<file path="config.mk">
export PLATFORM = sky130hd
export DESIGN_NAME = pgcr_regs
export DESIGN_NICKNAME = d
export VERILOG_FILES = /design/src/pgcr_pkg.sv /design/src/pgcr_timeout_decode.sv /design/src/pgcr_regs.sv
export VERILOG_INCLUDE_DIRS = /design/src /design/src/src
export SDC_FILE = /design/constraint.sdc
export NUM_CORES = 1
export LEC_CHECK = 0
export ABC_AREA = 1
export BUFFER_PORTS_ARGS = -buffer_cell sky130_fd_sc_hd__buf_2
export CORE_UTILIZATION = 60
export DETAILED_ROUTE_END_ITERATION = 7
export HOLD_SLACK_MARGIN = 0.1
export PLACE_DENSITY = 0.95
export SYNTH_ARGS = -nofsm -noshare
export SYNTH_HDL_FRONTEND = slang
export SYNTH_SLANG_ARGS = --single-unit
</file>
<file path="constraint.sdc">
create_clock -name clock -period 5.81 [get_ports clock]
set_input_delay 0.8715 -clock clock [delete_from_list [all_inputs] [get_ports clock]]
set_output_delay 0.8715 -clock clock [all_outputs]
set_load 0.03 [all_outputs]
</file>
<file path="src/pgcr_params.svh">
`ifndef PGCR_PARAMS_SVH
`define PGCR_PARAMS_SVH

// ---------------------------------------------------------------
// Register offsets
// ---------------------------------------------------------------
`define PGCR_ADDR_GLOBAL_COMMAND   8'h1A
`define PGCR_ADDR_IDENTIFICATION   8'h1B
`define PGCR_ADDR_HP_CLASS_ENABLE  8'h1C
`define PGCR_ADDR_RESERVED_1D      8'h1D
`define PGCR_ADDR_LIMIT_TIMEOUT_12 8'h1E
`define PGCR_ADDR_LIMIT_TIMEOUT_34 8'h1F
`define PGCR_ADDR_MISC_CONFIG_TWO  8'h29

// ---------------------------------------------------------------
// Field positions
// ---------------------------------------------------------------
`define PGCR_BIT_CLEAR_EVENTS      7
`define PGCR_BIT_CLEAR_PIN         6
`define PGCR_BIT_CMD_RESERVED      5
`define PGCR_BIT_SOFT_RESET        4
`define PGCR_BIT_LOAD_STAB         4
`define PGCR_PORT_MASK             8'h0F
`define PGCR_MISC2_MASK            8'h1F

// ---------------------------------------------------------------
// Reset values
// ---------------------------------------------------------------
`define PGCR_RST_ZERO              8'h00
`define PGCR_RST_HP_CLASS_STRAP    8'h0F
// Device code value is arbitrary.
`define PGCR_DEVICE_CODE           5'h05
// Revision value is arbitrary.
`define PGCR_REVISION              3'h1

// ---------------------------------------------------------------
// Timing
// ---------------------------------------------------------------
`define PGCR_CLOCK_MHZ             100
`define PGCR_LIMIT_TIMEOUT_FIELD_DEFAULT_US       60000
`define PGCR_LIMIT_TIMEOUT_FIELD_STEP_US          1710
`define PGCR_LIMIT_TIMEOUT_FIELD_STEP_CYCLES      (`PGCR_LIMIT_TIMEOUT_FIELD_STEP_US * `PGCR_CLOCK_MHZ)
`define PGCR_LIMIT_TIMEOUT_FIELD_DEFAULT_CYCLES   (`PGCR_LIMIT_TIMEOUT_FIELD_DEFAULT_US * `PGCR_CLOCK_MHZ)
// Soft reset is held this many cycles before registers are released.
`define PGCR_SOFT_RESET_CYCLES     4'h8

`endif

</file>
<file path="src/pgcr_pkg.sv">
package pgcr_pkg;
  typedef logic [7:0] pgcr_byte_t;
  typedef logic [3:0] pgcr_port_t;
  typedef enum logic [2:0]
  {
    PGCR_IDLE  = 3'b001,
    PGCR_RESET = 3'b010,
    PGCR_DONE  = 3'b100
  } pgcr_state_e;
endpackage

</file>
<file path="src/pgcr_timeout_decode.sv">
`timescale 1ns/1ps
`include "pgcr_params.svh"
module pgcr_timeout_decode
  import pgcr_pkg::*;
(
  input  wire logic [3:0]  limitTimeoutField,
  output logic      [31:0] timeoutCycles
);
  // ---------------------------------------------------------------
  // Field to cycles
  // ---------------------------------------------------------------
  always_comb
  begin
    if (limitTimeoutField == 4'h0)
    begin
      timeoutCycles = 32'(`PGCR_LIMIT_TIMEOUT_FIELD_DEFAULT_CYCLES);
    end
    else
    begin
      timeoutCycles = 32'(`PGCR_LIMIT_TIMEOUT_FIELD_STEP_CYCLES) * {28'h0000000, limitTimeoutField};
    end
  end
endmodule // pgcr_timeout_decode

</file>
<file path="src/pgcr_regs.sv">
`timescale 1ns/1ps
`include "pgcr_params.svh"
module pgcr_regs
  import pgcr_pkg::*;
(
  input  wire logic        clock,
  input  wire logic        rst,
  input  wire logic        regWrite,
  input  wire logic        regRead,
  input  wire logic [7:0]  regAddr,
  input  wire logic [7:0]  regWdata,
  output logic      [7:0]  regRdata,
  input  wire logic        highPowerClassStrap,
  input  wire logic [3:0]  portPowered,
  output logic             clearAllEvents,
  output logic             clearAlertPin,
  output logic             softResetActive,
  output logic      [3:0]  portReset,
  output logic      [3:0]  portShutdown,
  output logic      [3:0]  highPowerClassPortEnable,
  output logic      [31:0] limitTimeoutCycles [4],
  output logic             loadStabilityCheckEnable,
  output logic      [3:0]  supplyRailReadoutEnable
);
  pgcr_byte_t  commandQ;
  pgcr_byte_t  hpClassQ;
  pgcr_byte_t  timeout12Q;
  pgcr_byte_t  timeout34Q;
  pgcr_byte_t  misc2Q;
  pgcr_state_e stateQ;
  logic [3:0]  resetCountQ;
  logic        anyReset;
  logic        writeCmd;
  logic [3:0]  fields [4];

  assign anyReset = rst | softResetActive;
  assign writeCmd = regWrite && (regAddr == `PGCR_ADDR_GLOBAL_COMMAND);

  // ---------------------------------------------------------------
  // Command register: pulses last one cycle, then self clear
  // ---------------------------------------------------------------
  always_ff @(posedge clock)
  begin
    if (anyReset)
    begin
      commandQ <= `PGCR_RST_ZERO;
    end
    else if (writeCmd)
    begin
      // Reserved bit 5 is dropped so it never acts or reads back.
      commandQ <= regWdata & ~(8'h01 << `PGCR_BIT_CMD_RESERVED);
    end
    else
    begin
      commandQ <= `PGCR_RST_ZERO;
    end
  end

  assign clearAllEvents = commandQ[`PGCR_BIT_CLEAR_EVENTS];
  assign clearAlertPin  = commandQ[`PGCR_BIT_CLEAR_PIN];
  assign portReset      = commandQ[3:0];
  assign portShutdown   = commandQ[3:0] & portPowered;

  // ---------------------------------------------------------------
  // Soft reset sequencer
  // ---------------------------------------------------------------
  // The sequencer sits on the pin reset only, so it can hold the
  // register file in reset for a fixed span and then release it.
  always_ff @(posedge clock)
  begin
    if (rst)
    begin
      stateQ      <= PGCR_IDLE;
      resetCountQ <= 4'h0;
    end
    else
    begin
      case (stateQ)
        PGCR_IDLE:
        begin
          if (commandQ[`PGCR_BIT_SOFT_RESET])
          begin
            stateQ      <= PGCR_RESET;
            resetCountQ <= 4'h0;
          end
        end
        PGCR_RESET:
        begin
          resetCountQ <= resetCountQ + 4'h1;
          if (resetCountQ == `PGCR_SOFT_RESET_CYCLES - 4'h1)
          begin
            stateQ <= PGCR_DONE;
          end
        end
        PGCR_DONE:
        begin
          stateQ <= PGCR_IDLE;
        end
        default:
        begin
          stateQ <= PGCR_IDLE;
        end
      endcase
    end
  end

  assign softResetActive = (stateQ == PGCR_RESET);

  // ---------------------------------------------------------------
  // Configuration registers
  // ---------------------------------------------------------------
  always_ff @(posedge clock)
  begin
    if (anyReset)
    begin
      hpClassQ <= highPowerClassStrap ? `PGCR_RST_HP_CLASS_STRAP : `PGCR_RST_ZERO;
    end
    else if (regWrite && (regAddr == `PGCR_ADDR_HP_CLASS_ENABLE))
    begin
      hpClassQ <= regWdata & `PGCR_PORT_MASK;
    end
  end

  always_ff @(posedge clock)
  begin
    if (anyReset)
    begin
      timeout12Q <= `PGCR_RST_ZERO;
      timeout34Q <= `PGCR_RST_ZERO;
    end
    else if (regWrite && (regAddr == `PGCR_ADDR_LIMIT_TIMEOUT_12))
    begin
      timeout12Q <= regWdata;
    end
    else if (regWrite && (regAddr == `PGCR_ADDR_LIMIT_TIMEOUT_34))
    begin
      timeout34Q <= regWdata;
    end
  end

  always_ff @(posedge clock)
  begin
    if (anyReset)
    begin
      misc2Q <= `PGCR_RST_ZERO;
    end
    else if (regWrite && (regAddr == `PGCR_ADDR_MISC_CONFIG_TWO))
    begin
      misc2Q <= regWdata & `PGCR_MISC2_MASK;
    end
  end

  assign highPowerClassPortEnable = hpClassQ[3:0];
  assign loadStabilityCheckEnable = misc2Q[`PGCR_BIT_LOAD_STAB];
  assign supplyRailReadoutEnable  = misc2Q[3:0];

  // Port 1 and 3 sit in the low nibble, ports 2 and 4 in the high one.
  assign fields[0] = timeout12Q[3:0];
  assign fields[1] = timeout12Q[7:4];
  assign fields[2] = timeout34Q[3:0];
  assign fields[3] = timeout34Q[7:4];

  // ---------------------------------------------------------------
  // Timeout decode per port
  // ---------------------------------------------------------------
  genvar p;
  generate
    for (p = 0; p < 4; p++)
    begin : gTimeout
      pgcr_timeout_decode uDecode
      (
        .limitTimeoutField (fields[p]),
        .timeoutCycles     (limitTimeoutCycles[p])
      );
    end
  endgenerate

  // ---------------------------------------------------------------
  // Read path
  // ---------------------------------------------------------------
  // Reserved 1Dh and the 20h-2Fh holes read zero; writes there are
  // dropped, so host batch writes of 00h through them are harmless.
  always_ff @(posedge clock)
  begin
    if (rst)
    begin
      regRdata <= `PGCR_RST_ZERO;
    end
    else if (regRead)
    begin
      case (regAddr)
        `PGCR_ADDR_GLOBAL_COMMAND:   regRdata <= commandQ;
        `PGCR_ADDR_IDENTIFICATION:   regRdata <= {`PGCR_DEVICE_CODE, `PGCR_REVISION};
        `PGCR_ADDR_HP_CLASS_ENABLE:  regRdata <= hpClassQ;
        `PGCR_ADDR_LIMIT_TIMEOUT_12: regRdata <= timeout12Q;
        `PGCR_ADDR_LIMIT_TIMEOUT_34: regRdata <= timeout34Q;
        `PGCR_ADDR_MISC_CONFIG_TWO:  regRdata <= misc2Q;
        default:                     regRdata <= `PGCR_RST_ZERO;
      endcase
    end
  end

  // ---------------------------------------------------------------
  // Assertions
  // ---------------------------------------------------------------
  // Soft reset also clears the command byte, so checks on command
  // pulses are switched off while either reset is active, except cmd_selfclear_a and port_shutdown_a (pin reset only).
  cmd_selfclear_a: assert property (@(posedge clock) disable iff (rst)
    commandQ != 8'h00 && !writeCmd |=> commandQ == 8'h00)
    else $error("command bits did not self clear");
  clear_events_a: assert property (@(posedge clock) disable iff (anyReset)
    writeCmd && regWdata[7] |=> clearAllEvents ##1 (!clearAllEvents || $past(writeCmd)))
    else $error("clear events pulse wrong");
  clear_pin_a: assert property (@(posedge clock) disable iff (anyReset)
    writeCmd && regWdata[6] |=> clearAlertPin)
    else $error("clear pin pulse missing");
  pin_only_a: assert property (@(posedge clock) disable iff (anyReset)
    writeCmd && regWdata[7:6] == 2'b01 |=> clearAlertPin && !clearAllEvents)
    else $error("pin clear also cleared events");
  port_reset_a: assert property (@(posedge clock) disable iff (anyReset)
    writeCmd |=> portReset == $past(regWdata[3:0]))
    else $error("port reset mismatch");
  port_shutdown_a: assert property (@(posedge clock) disable iff (rst)
    portShutdown == (portReset & portPowered))
    else $error("port shutdown mismatch");
  port_power_a: assert property (@(posedge clock) disable iff (anyReset)
    writeCmd |=> portShutdown == ($past(regWdata[3:0]) & portPowered))
    else $error("powered port not shut down");

  // The sequencer holds the registers for a fixed span, then lets go;
  // the strap is taken again on every pass through reset.
  soft_start_a: assert property (@(posedge clock) disable iff (rst)
    writeCmd && regWdata[4] && !softResetActive |=> ##1 softResetActive)
    else $error("soft reset did not start");
  soft_reset_a: assert property (@(posedge clock) disable iff (rst)
    $rose(softResetActive) |-> softResetActive [*8] ##1 !softResetActive)
    else $error("soft reset span wrong");
  soft_defaults_a: assert property (@(posedge clock) disable iff (rst)
    $fell(softResetActive) |-> commandQ == 8'h00 && timeout12Q == 8'h00
      && timeout34Q == 8'h00 && misc2Q == 8'h00
      && hpClassQ == ($past(highPowerClassStrap) ? 8'h0F : 8'h00))
    else $error("soft reset left a register off default");
  strap_reset_a: assert property (@(posedge clock)
    rst |=> hpClassQ == ($past(highPowerClassStrap) ? 8'h0F : 8'h00))
    else $error("class enable reset wrong");

  // Register contents and read back; expected values are written out
  // from the field layout rather than taken from the decode.
  ident_value_a: assert property (@(posedge clock) disable iff (rst)
    regRead && regAddr == 8'h1B |=> regRdata == 8'h29)
    else $error("identification wrong");
  reserved_read_a: assert property (@(posedge clock) disable iff (rst)
    regRead && regAddr == 8'h1D |=> regRdata == 8'h00)
    else $error("reserved address read not zero");
  class_write_a: assert property (@(posedge clock) disable iff (anyReset)
    regWrite && regAddr == 8'h1C |=> hpClassQ == {4'h0, $past(regWdata[3:0])})
    else $error("class enable write lost");
  timeout_write_a: assert property (@(posedge clock) disable iff (anyReset)
    regWrite && regAddr == 8'h1E |=> timeout12Q == $past(regWdata))
    else $error("timeout write lost");
  misc_write_a: assert property (@(posedge clock) disable iff (anyReset)
    regWrite && regAddr == 8'h29 |=> misc2Q == {3'h0, $past(regWdata[4:0])})
    else $error("misc config write lost");
  misc_reserved_a: assert property (@(posedge clock) disable iff (rst)
    misc2Q[7:5] == 3'h0 && hpClassQ[7:4] == 4'h0 && commandQ[5] == 1'b0)
    else $error("reserved bits set");
  timeout_decode_a: assert property (@(posedge clock) disable iff (rst)
    limitTimeoutCycles[1] == (timeout12Q[7:4] == 4'h0 ? 32'd6000000
      : 32'd171000 * {28'h0, timeout12Q[7:4]}))
    else $error("timeout decode wrong");
  timeout_port1_a: assert property (@(posedge clock) disable iff (rst)
    limitTimeoutCycles[0] == (timeout12Q[3:0] == 4'h0 ? 32'd6000000
      : 32'd171000 * {28'h0, timeout12Q[3:0]}))
    else $error("port one timeout decode wrong");

  // Main scenarios.
  soft_reset_c: cover property (@(posedge clock) $fell(softResetActive));
  port_reset_c: cover property (@(posedge clock) |portShutdown);
  clear_events_c: cover property (@(posedge clock) clearAllEvents && clearAlertPin);
  class_write_c: cover property (@(posedge clock) regWrite && regAddr == 8'h1C);
  timeout_max_c: cover property (@(posedge clock) limitTimeoutCycles[1] == 32'd2565000);
endmodule // pgcr_regs

</file>
Yosys cells after proc, flatten, opt, wreduce, memory -nomap -nowiden:

Index checks and enable logic that the tools add are counted.

* bitwise logic cells: 4
* reduce and logical (&&, ||, !) cells: 15
* muxes and demuxes: 13
* multiply operators: 4
* equal/unequal tests: 11
* add/subtract/negate cells: 1

Operator list (count)
* $mux W23: 4
* $mul A15 B4 Y19 const A: 4
* $pmux W8 S6: 1
* $eq A8 B5 Y1 const B: 5
* $logic_not A4 Y1: 4
* $mux W8: 2
* $eq A8 B6 Y1 const B: 1
* $mux W4: 2
* $pmux W4 S2: 1
* $mux W3: 2
* $pmux W3 S2: 1
* $reduce_and A2 Y1: 3
* $logic_and A1 B1 Y1: 5
* $add A4 B1 Y4 const B: 1
* $and A4 B4 Y4: 1
* $eq A4 B3 Y1 const B: 1
* $reduce_bool A2 Y1: 2
* $eq A3 B1 Y1 const B: 1
* $eq A3 B2 Y1 const B: 1
* $ne A2 B1 Y1 const B: 1
* $ne A2 B2 Y1 const B: 1
* $not A1 Y1: 2
* $reduce_or A2 Y1: 1
* $or A1 B1 Y1: 1

* output and inout bits: 156
* input port bits: 25
* flip-flop bits (word level): 52
* word-level logic and storage cells: 57

Longest topological paths before layout:

Gate-level depths: netlist (run 1).

* depth after elaboration: 4
* depth in mapped cells: 14
* gate-level depth less buffers: 14

By module:

Synthesis (run 1) repeated with hierarchy kept, for this count alone.

* cell total of the unflattened synthesis: 1200
* area, all modules: 7618.6 µm²

By module, submodules not included
* pgcr_timeout_decode at gTimeout[0].uDecode ...: cells each 220, instances 3, seq. area each 0.0 µm², area an instance 1345.0 µm²
* pgcr_regs: cells each 302, instances 1, seq. area each 980.9 µm², area an instance 2190.9 µm²
* pgcr_timeout_decode at gTimeout[3].uDecode: cells each 238, instances 1, seq. area each 0.0 µm², area an instance 1392.6 µm²

Least setup slack after synthesis (run 1):

No wires, ideal clock.

* path type: reg-to-output
* from: register timeout12Q[1]
* to: output port limitTimeoutCycles[113] (netlist bit)
* stages on the path, launching flop included: 11
* arrival: 2.991 ns
* data required time: 4.939 ns
* setup slack: 1.947 ns
* path buffers: 0
* cell sequence: dfxtp_1 -> fa_1 -> fa_1 -> fa_1 -> nand2_1 -> inv_1 -> nand2_1 -> nand2_1 -> nand3_1 -> nand3_1 -> o21ai_0

RTL lines
* start: declaration: RTL line pgcr_regs.sv:27 `pgcr_byte_t timeout12Q;`
* start signal: assignment: RTL line pgcr_regs.sv:128 `` timeout12Q <= `PGCR_RST_ZERO; ``
* start signal: assignment: RTL line pgcr_regs.sv:133 `timeout12Q <= regWdata;`
* end: declaration: RTL line pgcr_regs.sv:21 `output logic [31:0] limitTimeoutCycles [4],`

==> results.py, run 1 <==
metrics = {
    "logic_synthesis": {
        "synth_edf_count": 4,
        "synth_largest_type_area_fraction_pct": 19.7,
        "netlist_top_cells_area": "ha_1 20%, dfxtp_1 12%, nand2_1 10%",
        "synthesis.area_mm2": 0.00693,
        "synthCells": 1040,
        "synthFlopType": "dfxtp_1",
        "ys_warn_count": 0,
        "async_flop_share_pct": 0,
        "yosys_reg_bits": 47,
        "synth.avg_cell_area_um2": 6.66,
        "post-synth-top-area-cell": "ha_1",
        "seq_area_frac_synth_pct": 14.2,
        "synthMostInstantiatedCell": "nand2_1",
        "synth_commonest_cells": "191 x nand2_1, 137 x inv_1, 109 x ha_1",
        "synthDistinctLibCells": 39,
    },
    "cells_and_area": {
        "layout.filler_cells": 954,
        "finish.net_count": 1322,
        "layout-drive-gt1-share_pct": 14.2,
        "layout.area.seq_um2": 981,
        "area_growth_pct": 10.4,
        "multi_input_area_mm2": 0.00512,
    },
    "setup_path": {
        "crit_top_cell": "nand3_1",
        "cp_num_buf_inv": 1,
        "timing.critical_path.cells": "fa_1 -> fa_1 -> fa_1 -> nand2_1 -> nand3_1 -> nand3_1 -> nand2_1 -> nand3_1 -> nand3_1 -> nand2_1 -> nand3_1 -> buf_2",
        "largest_fanout_on_the_critical_path": 7,
        "worstSetupStartpointType": "flop",
        "critPathCaptureType": "output pin",
        "worst-endpoint-required_ns": 4.94,
        "critPathKind": "reg2out",
        "worst-r2r-cell-count": 7,
        "cp_data_arrival_time_ns": 3.34,
        "timing.critical_path.slowest_cell_delay_ns": 0.71,
        "critical-path-top-delay-family": "adder cells",
        "cpMaxStageDelayCell": "fa_1",
        "critical_path_cell_count": 12,
    },
    "power": {
        "power_switching_share_pct": 28.2,
        "power_report.internal_total_uw": 554,
        "power.share.clock_pct": 42.5,
        "power.leakage_uw": 0.00413,
        "powerDensity_mw_per_mm2": 101,
        "switching_power_uw": 217,
        "ir_drop_uv": 118,
        "sequential_power_share_pct": 43.2,
        "comb_power_share_pct": 14.3,
    },
    "timing": {
        "fin_ws_ns": 1.60,
        "finalMaxSlewViolations": 0,
        "finalCritPeriodShare_pct": 72.4,
        "worst_pin_slew_ns": 0.876,
        "hold_viol_final": 0,
        "final-setup-viol-count": 0,
        "clock_skew_ns": 0.00512,
        "final_period_demand_of_the_worst_path_ns": 4.21,
        "grt_setup_unrepaired": "no",
        "total_negative_setup_slack_ns": 0,
        "fmax_mhz": 238,
        "timing.slew.headroom_pct": 41.5,
    },
    "placement": {
        "io_buffers": 132,
        "place_hpwl_um": 14200,
        "global_placer_s_final_weighted_congestion": 0.938,
        "place_worst_setup_slack_ns": 1.97,
    },
    "clock_network": {
        "hold_buffers": 0,
        "cts-buffers-inserted": 5,
        "path_clk_slew_ns": 0.06,
        "post_cts.resized_instances": 0,
        "tritoncts": "built",
        "cts_post_setup_buffers_inserted": 0,
        "h-tree-depth": 2,
        "insertion_delay_ns": 0.29,
        "cts_num_sinks": 47,
        "root_buffer": "clkbuf_16",
        "clock_tree.buffer_depth": 2,
    },
    "grt": {
        "grt-ovfl-total": 0,
        "grt.total_usage_pct": 29.2,
        "grt_antenna_before_repair": 2,
        "grt_first_pass_wirelength_um": 28100,
        "grt_max_degree": 25,
        "grt_pass1_vias": 6214,
    },
    "routing": {
        "drt-total-wl_um": 17300,
        "route.detailed.drc": 0,
        "via_count": 7149,
        "first_pass_iters": 8,
        "final_antenna_net_count": 0,
        "drt-initial-drc-count": 526,
        "vias_per_cell": 5.49,
        "detail_route.wirelength.met1_um": 7620,
        "dr.max_layer_used": "met5",
        "met3RoutedLength_um": 1050,
        "routedWlPerCell_um": 13.3,
        "route.met2.wl_um": 8340,
    },
    "hold_path": {
        "holdCritPathClass": "reg2reg",
        "min_delay_path_depth": 2,
    },
    "outcome": {
        "status": "complete, no violations",
    },
    "floorplanning": {
        "floorplan.io_pins": 181,
        "die_area_mm2": 0.0120,
        "initial_util_pct": 62.8,
        "die_h_um": 109,
        "fp.coreArea_mm2": 0.0110,
        "die_width_um": 109,
        "fp-row-count": 38,
    },
    "run": {
        "drv.max_cap_violation_count": 0,
    },
}
-- sequential cells by signal (all words and copies together) (netlist names) --
signal and flops:
regRdata 8, resetCountQ 4, commandQ 7, hpClassQ 4
stateQ 3, timeout12Q 8, timeout34Q 8, misc2Q 5
-- power groups by stage --
stage / logic (uW) / registers [uW] / clock network, uW
global route: 119 / 334 / 343
CTS: 109 / 333 / 324
floorplan: 100 / 347 / 0
finish: 110 / 333 / 327
detailed placement: 108 / 340 / 0
global placement: 107 / 340 / 0
-- metal layers --
layer	vias to the layer above	global-route usage (%)
li1	3589	-
met1	3224	37.3
met2	304	51.2
met3	30	3.79
met4	2	8.48
met5	-	0
-- cells by family (layout without fill, tap and decap cells) --
kind of cell	after synthesis	count (layout)	synth area share, %
simple gates	443	443	27.7
buf+inv	209	283	14.5
compound gates	197	197	15.0
fa+ha+maj	137	137	27.8
flops	47	47	14.2
xor+xnor	6	6	0.759
other cells	1	50	0.0541
-- per-stage QoR --
| stage | utilization (%) | instance area (um2) | std cells | power [uW] | hold slack, ns |
|---|---|---|---|---|---|
| after floorplan | - | 7100 | 1087 | 447 | 0.454 |
| after global placement | 67.7 | 7470 | 1293 | 447 | 0.445 |
| after detailed placement | 67.7 | 7470 | 1293 | 449 | 0.454 |
| after CTS | 69.2 | 7640 | 1301 | 766 | 0.463 |
| after global routing | 69.2 | 7640 | 1301 | 796 | 0.492 |
| final | 69.3 | 7640 | 1303 | 771 | 0.466 |
-- worst register-to-register path, delay by kind of cell, from the launching register on --
kind,cells,cell delay (ns)
compound gates,1,0.11
flops,1,0.31
simple gates,4,1.03
buf+inv,2,0.28
-- placed cells by master, fill, tap and decap left out, types with 43 or more instances in the layout --
master   count
a21oi_1    106
buf_2      132
conb_1      48
dfxtp_1     43
ha_1       109
inv_1      137
nand2_1    191
nand3_1    108
nor2_1      96
o21ai_0     66
-- cell type report --
cell class / instances / area share, %
antenna: 2 / 0.0655
clock buffer: 5 / 1.64
clock inverter: 3 / 0.573
inverter: 143 / 7.02
multi-input combinational: 831 / 66.9
sequential: 47 / 12.8
tap: 140 / 2.29
timing repair buffer: 132 / 8.64
-- path summary, 6_finish.rpt --
path / from / end / slack (ns)
worst min-delay path: misc2Q[2] / misc2Q[2] / 0.47
worst max-delay path: timeout12Q[1] / limitTimeoutCycles[115] / 1.60
worst min register to register: misc2Q[2] / misc2Q[2] / 0.47
worst max register to register: stateQ[0] / hpClassQ[1] / 3.83
No activity file was read; power rests on OpenSTA's default activity.
==> run 2, diff against run 1 <==
ABC_AREA = 0   (was 1)
CORE_UTILIZATION = 50   (was 60)
PLACE_DENSITY = 0.9   (was 0.95)
clock period = 3.65 ns   (was 5.81 ns; I/O delays follow)
==> run 2 against run 1 <==
  * The flow now finishes with violations (setup timing)
  * Sequential power increased by 58%
  * Synthesized cell count decreased by 21%
  * Hold slack got worse by 0.0040 ns
  * Die area rose by 16%
  * Count of clock-buffer cells in the layout grew 1
  * Combinational power is 44% higher
  * Register-to-register slack worse by 2.2 ns
  * Cell area rose by 19%
  * Cell count down 7.6%
  * Clock power rose by 54%
  * Critical path type unchanged
==> results.py, run 2 <==
metrics = {
    "logic_synthesis": {
        "synthDistinctLibCells": 66,
        "synthesis.area_mm2": 0.00673,
        "async_flop_share_pct": 0,
        "synthFlopType": "dfxtp_1",
        "synth_largest_type_area_fraction_pct": 20.3,
        "synth_edf_count": 4,
        "synthCells": 826,
        "post-synth-top-area-cell": "ha_1",
        "synthMostInstantiatedCell": "ha_1",
        "netlist_top_cells_area": "ha_1 20%, dfxtp_1 13%, fa_1 8.3%",
        "synth_commonest_cells": "109 x ha_1, 76 x nand2_1, 74 x nor2_1",
        "ys_warn_count": 0,
        "synth.avg_cell_area_um2": 8.14,
        "yosys_reg_bits": 47,
        "seq_area_frac_synth_pct": 14.6,
    },
    "cells_and_area": {
        "antenna_cells": 0,
        "layout-drive-gt1-share_pct": 35.2,
        "layout_commonest_cell": "buf_4",
        "finish.net_count": 1190,
        "finish.cell_count_without_fillers": 1204,
        "layout.core_utilization_pct": 68.9,
        "area_growth_pct": 35.1,
        "mostFrequentLayoutCells": "96 x buf_4, 91 x ha_1, 87 x buf_2",
        "reg.largest.list": "regRdata (8), timeout12Q (8), timeout34Q (8)",
    },
    "timing": {
        "hold_viol_final": 0,
        "worst_pin_slew_ns": 0.559,
        "finalMaxSlewViolations": 0,
        "final-setup-viol-count": 38,
        "total_negative_setup_slack_ns": -6.43,
        "finalCritPeriodShare_pct": 111,
        "grt_setup_unrepaired": "yes",
        "fmax_mhz": 246,
        "fin_ws_ns": -0.408,
        "clock_skew_ns": 0.00417,
        "timing.slew.headroom_pct": 62.5,
        "final_period_demand_of_the_worst_path_ns": 4.06,
    },
    "hold_path": {
        "holdCritPathClass": "reg2reg",
        "timing.hold.worst.start": "regRdata[6]",
    },
    "routing": {
        "routedWlPerCell_um": 16.6,
        "vias_per_cell": 5.67,
        "route.detailed.drc": 0,
        "via_count": 6822,
        "drt-initial-drc-count": 404,
        "drt-total-wl_um": 20000,
        "final_antenna_net_count": 0,
        "first_pass_iters": 6,
    },
    "placement": {
        "io_buffers": 132,
        "place_worst_setup_slack_ns": -0.219,
        "global_placer_s_final_weighted_congestion": 0.902,
        "place_hpwl_um": 14100,
        "place.detailed.instances": 1170,
    },
    "power": {
        "ir_drop_uv": 233,
        "power_switching_share_pct": 26.3,
        "comb_power_share_pct": 13.3,
        "power.share.clock_pct": 42.2,
        "powerDensity_mw_per_mm2": 131,
        "power_report.internal_total_uw": 875,
        "switching_power_uw": 313,
        "power.leakage_uw": 0.00432,
        "fin_total_pwr_uw": 1190,
        "sequential_power_share_pct": 44.4,
    },
    "grt": {
        "grt_first_pass_wirelength_um": 31700,
        "grt-ovfl-total": 0,
        "grt_pass1_vias": 6634,
        "grt_max_degree": 19,
        "grt.total_usage_pct": 27.5,
        "grt_antenna_before_repair": 0,
    },
    "clock_network": {
        "root_buffer": "clkbuf_16",
        "h-tree-depth": 2,
        "cts_num_sinks": 47,
        "insertion_delay_ns": 0.28,
        "clock_tree.buffer_depth": 2,
        "tritoncts": "built",
        "path_clk_slew_ns": 0.06,
        "cts-buffers-inserted": 5,
        "hold_buffers": 0,
    },
    "setup_path": {
        "worstReg2RegStart": "stateQ[0]",
        "timing.critical_path.from": "timeout34Q[3]",
        "critical-path-top-delay-family": "adder cells",
        "critPathCaptureType": "output pin",
        "worstSetupStartpointType": "flop",
        "cp_data_arrival_time_ns": 3.51,
        "largest_fanout_on_the_critical_path": 3,
        "cp_num_buf_inv": 1,
        "timing.critical_path.cells": "fa_2 -> fa_1 -> ha_1 -> a211o_1 -> a2111o_1 -> a2111oi_4 -> or3_4 -> nand3_4 -> buf_6",
        "timing.critical_path.slowest_cell_delay_ns": 0.62,
        "worst-endpoint-required_ns": 3.10,
        "critPathKind": "reg2out",
        "cpMaxStageDelayCell": "fa_2",
    },
    "run": {
        "drv.max_cap_violation_count": 0,
    },
    "outcome": {
        "failed_checks": "setup timing",
        "status": "finished with violations",
    },
    "floorplanning": {
        "fp-row-count": 42,
        "floorplan.io_pins": 181,
        "die_h_um": 118,
        "die_width_um": 118,
        "initial_util_pct": 51.0,
        "die_area_mm2": 0.0139,
        "fp.coreArea_mm2": 0.0132,
    },
}
==> run 2: cell count changes in the layout (fill, tap and decap cells not counted), moves of 18 or more <==
cell     previous run  this run
buf_6               0        32
nor2_1             96        70
buf_2             132        87
ha_1              109        91
buf_4               0        96
nand2_1           191        75
inv_1             137        47
and2_1              1        28
o21ai_0            66        18
a21oi_1           106        36
mux2i_1             0        24
nand3_1           108        13
==> run 2: area by class of cell <==
type	count	area [um2]
multi-input cells	705	5970
fillers	1037	4100
repair buffers	217	1540
flip-flops and latches	47	993
well taps	176	220
inverters	52	200
clock buffers	6	129
clock inverters	1	30.0
==> run 2: metal layers <==
metal / wire length, um / GRT usage, % / vias up
met5: 0 / 0 / -
met4: 564 / 9.38 / 0
met3: 1210 / 4.17 / 62
met1: 8110 / 33.2 / 3243
li1: - / - / 3226
met2: 10100 / 49.3 / 291
==> run 2: cells by family after synthesis <==
| group | after synthesis | share of synthesized area, % |
|---|---|---|
| AND/OR/NAND/NOR | 263 | 18.9 |
| AO/OA/AOI/OAI | 200 | 20.0 |
| adder cells (fa/ha/maj) | 137 | 28.6 |
| buffers and inverters | 121 | 9.82 |
| flip-flops | 47 | 14.6 |
| multiplexers | 35 | 5.21 |
| XOR/XNOR | 22 | 2.86 |
| other | 1 | 0.0557 |
==> run 2: power groups by stage <==
stage / logic, uW / clock network [uW] / registers [uW]
floorplan: 145 / 0 / 548
global placement: 149 / 0 / 539
detailed placement: 151 / 0 / 540
CTS: 155 / 506 / 527
global route: 168 / 525 / 528
finish: 158 / 502 / 527
==> run 2: worst register-to-register path, stage by stage, from the launching register on <==
cell and delay, ns:
dfxtp_1 0.31, nand2b_1 0.23, nor2_1 0.43, or2_0 0.34, buf_4 0.30, nand2_1 0.16, nand2_1 0.09
==> run 2: per-stage QoR <==
| stage | instance area [um2] | hold WS, ns |
|---|---|---|
| 6_report | 9090 | 0.462 |
| 5_1_grt | 9090 | 0.487 |
| 3_3_place_gp | 7870 | 0.452 |
| 3_5_place_dp | 7870 | 0.455 |
| 4_1_cts | 8760 | 0.463 |
| 2_1_floorplan | 7020 | 0.438 |
==> run 2: worst paths after layout <==
| check | depth (start not counted) | slack [ns] | endpoint |
|---|---|---|---|
| max | 9 | -0.41 | limitTimeoutCycles[52] |
| min | 2 | 0.46 | regRdata[6] |
| max reg2reg | 6 | 1.67 | hpClassQ[0] |
| min reg2reg | 2 | 0.46 | regRdata[6] |
==> run 2: timing repair <==
action | in CTS | in global routing
resized for setup | 154 | 76
setup endpoints to repair | 46 | 51
buffers inserted | 24 | 11
pin swaps | 68 | 41
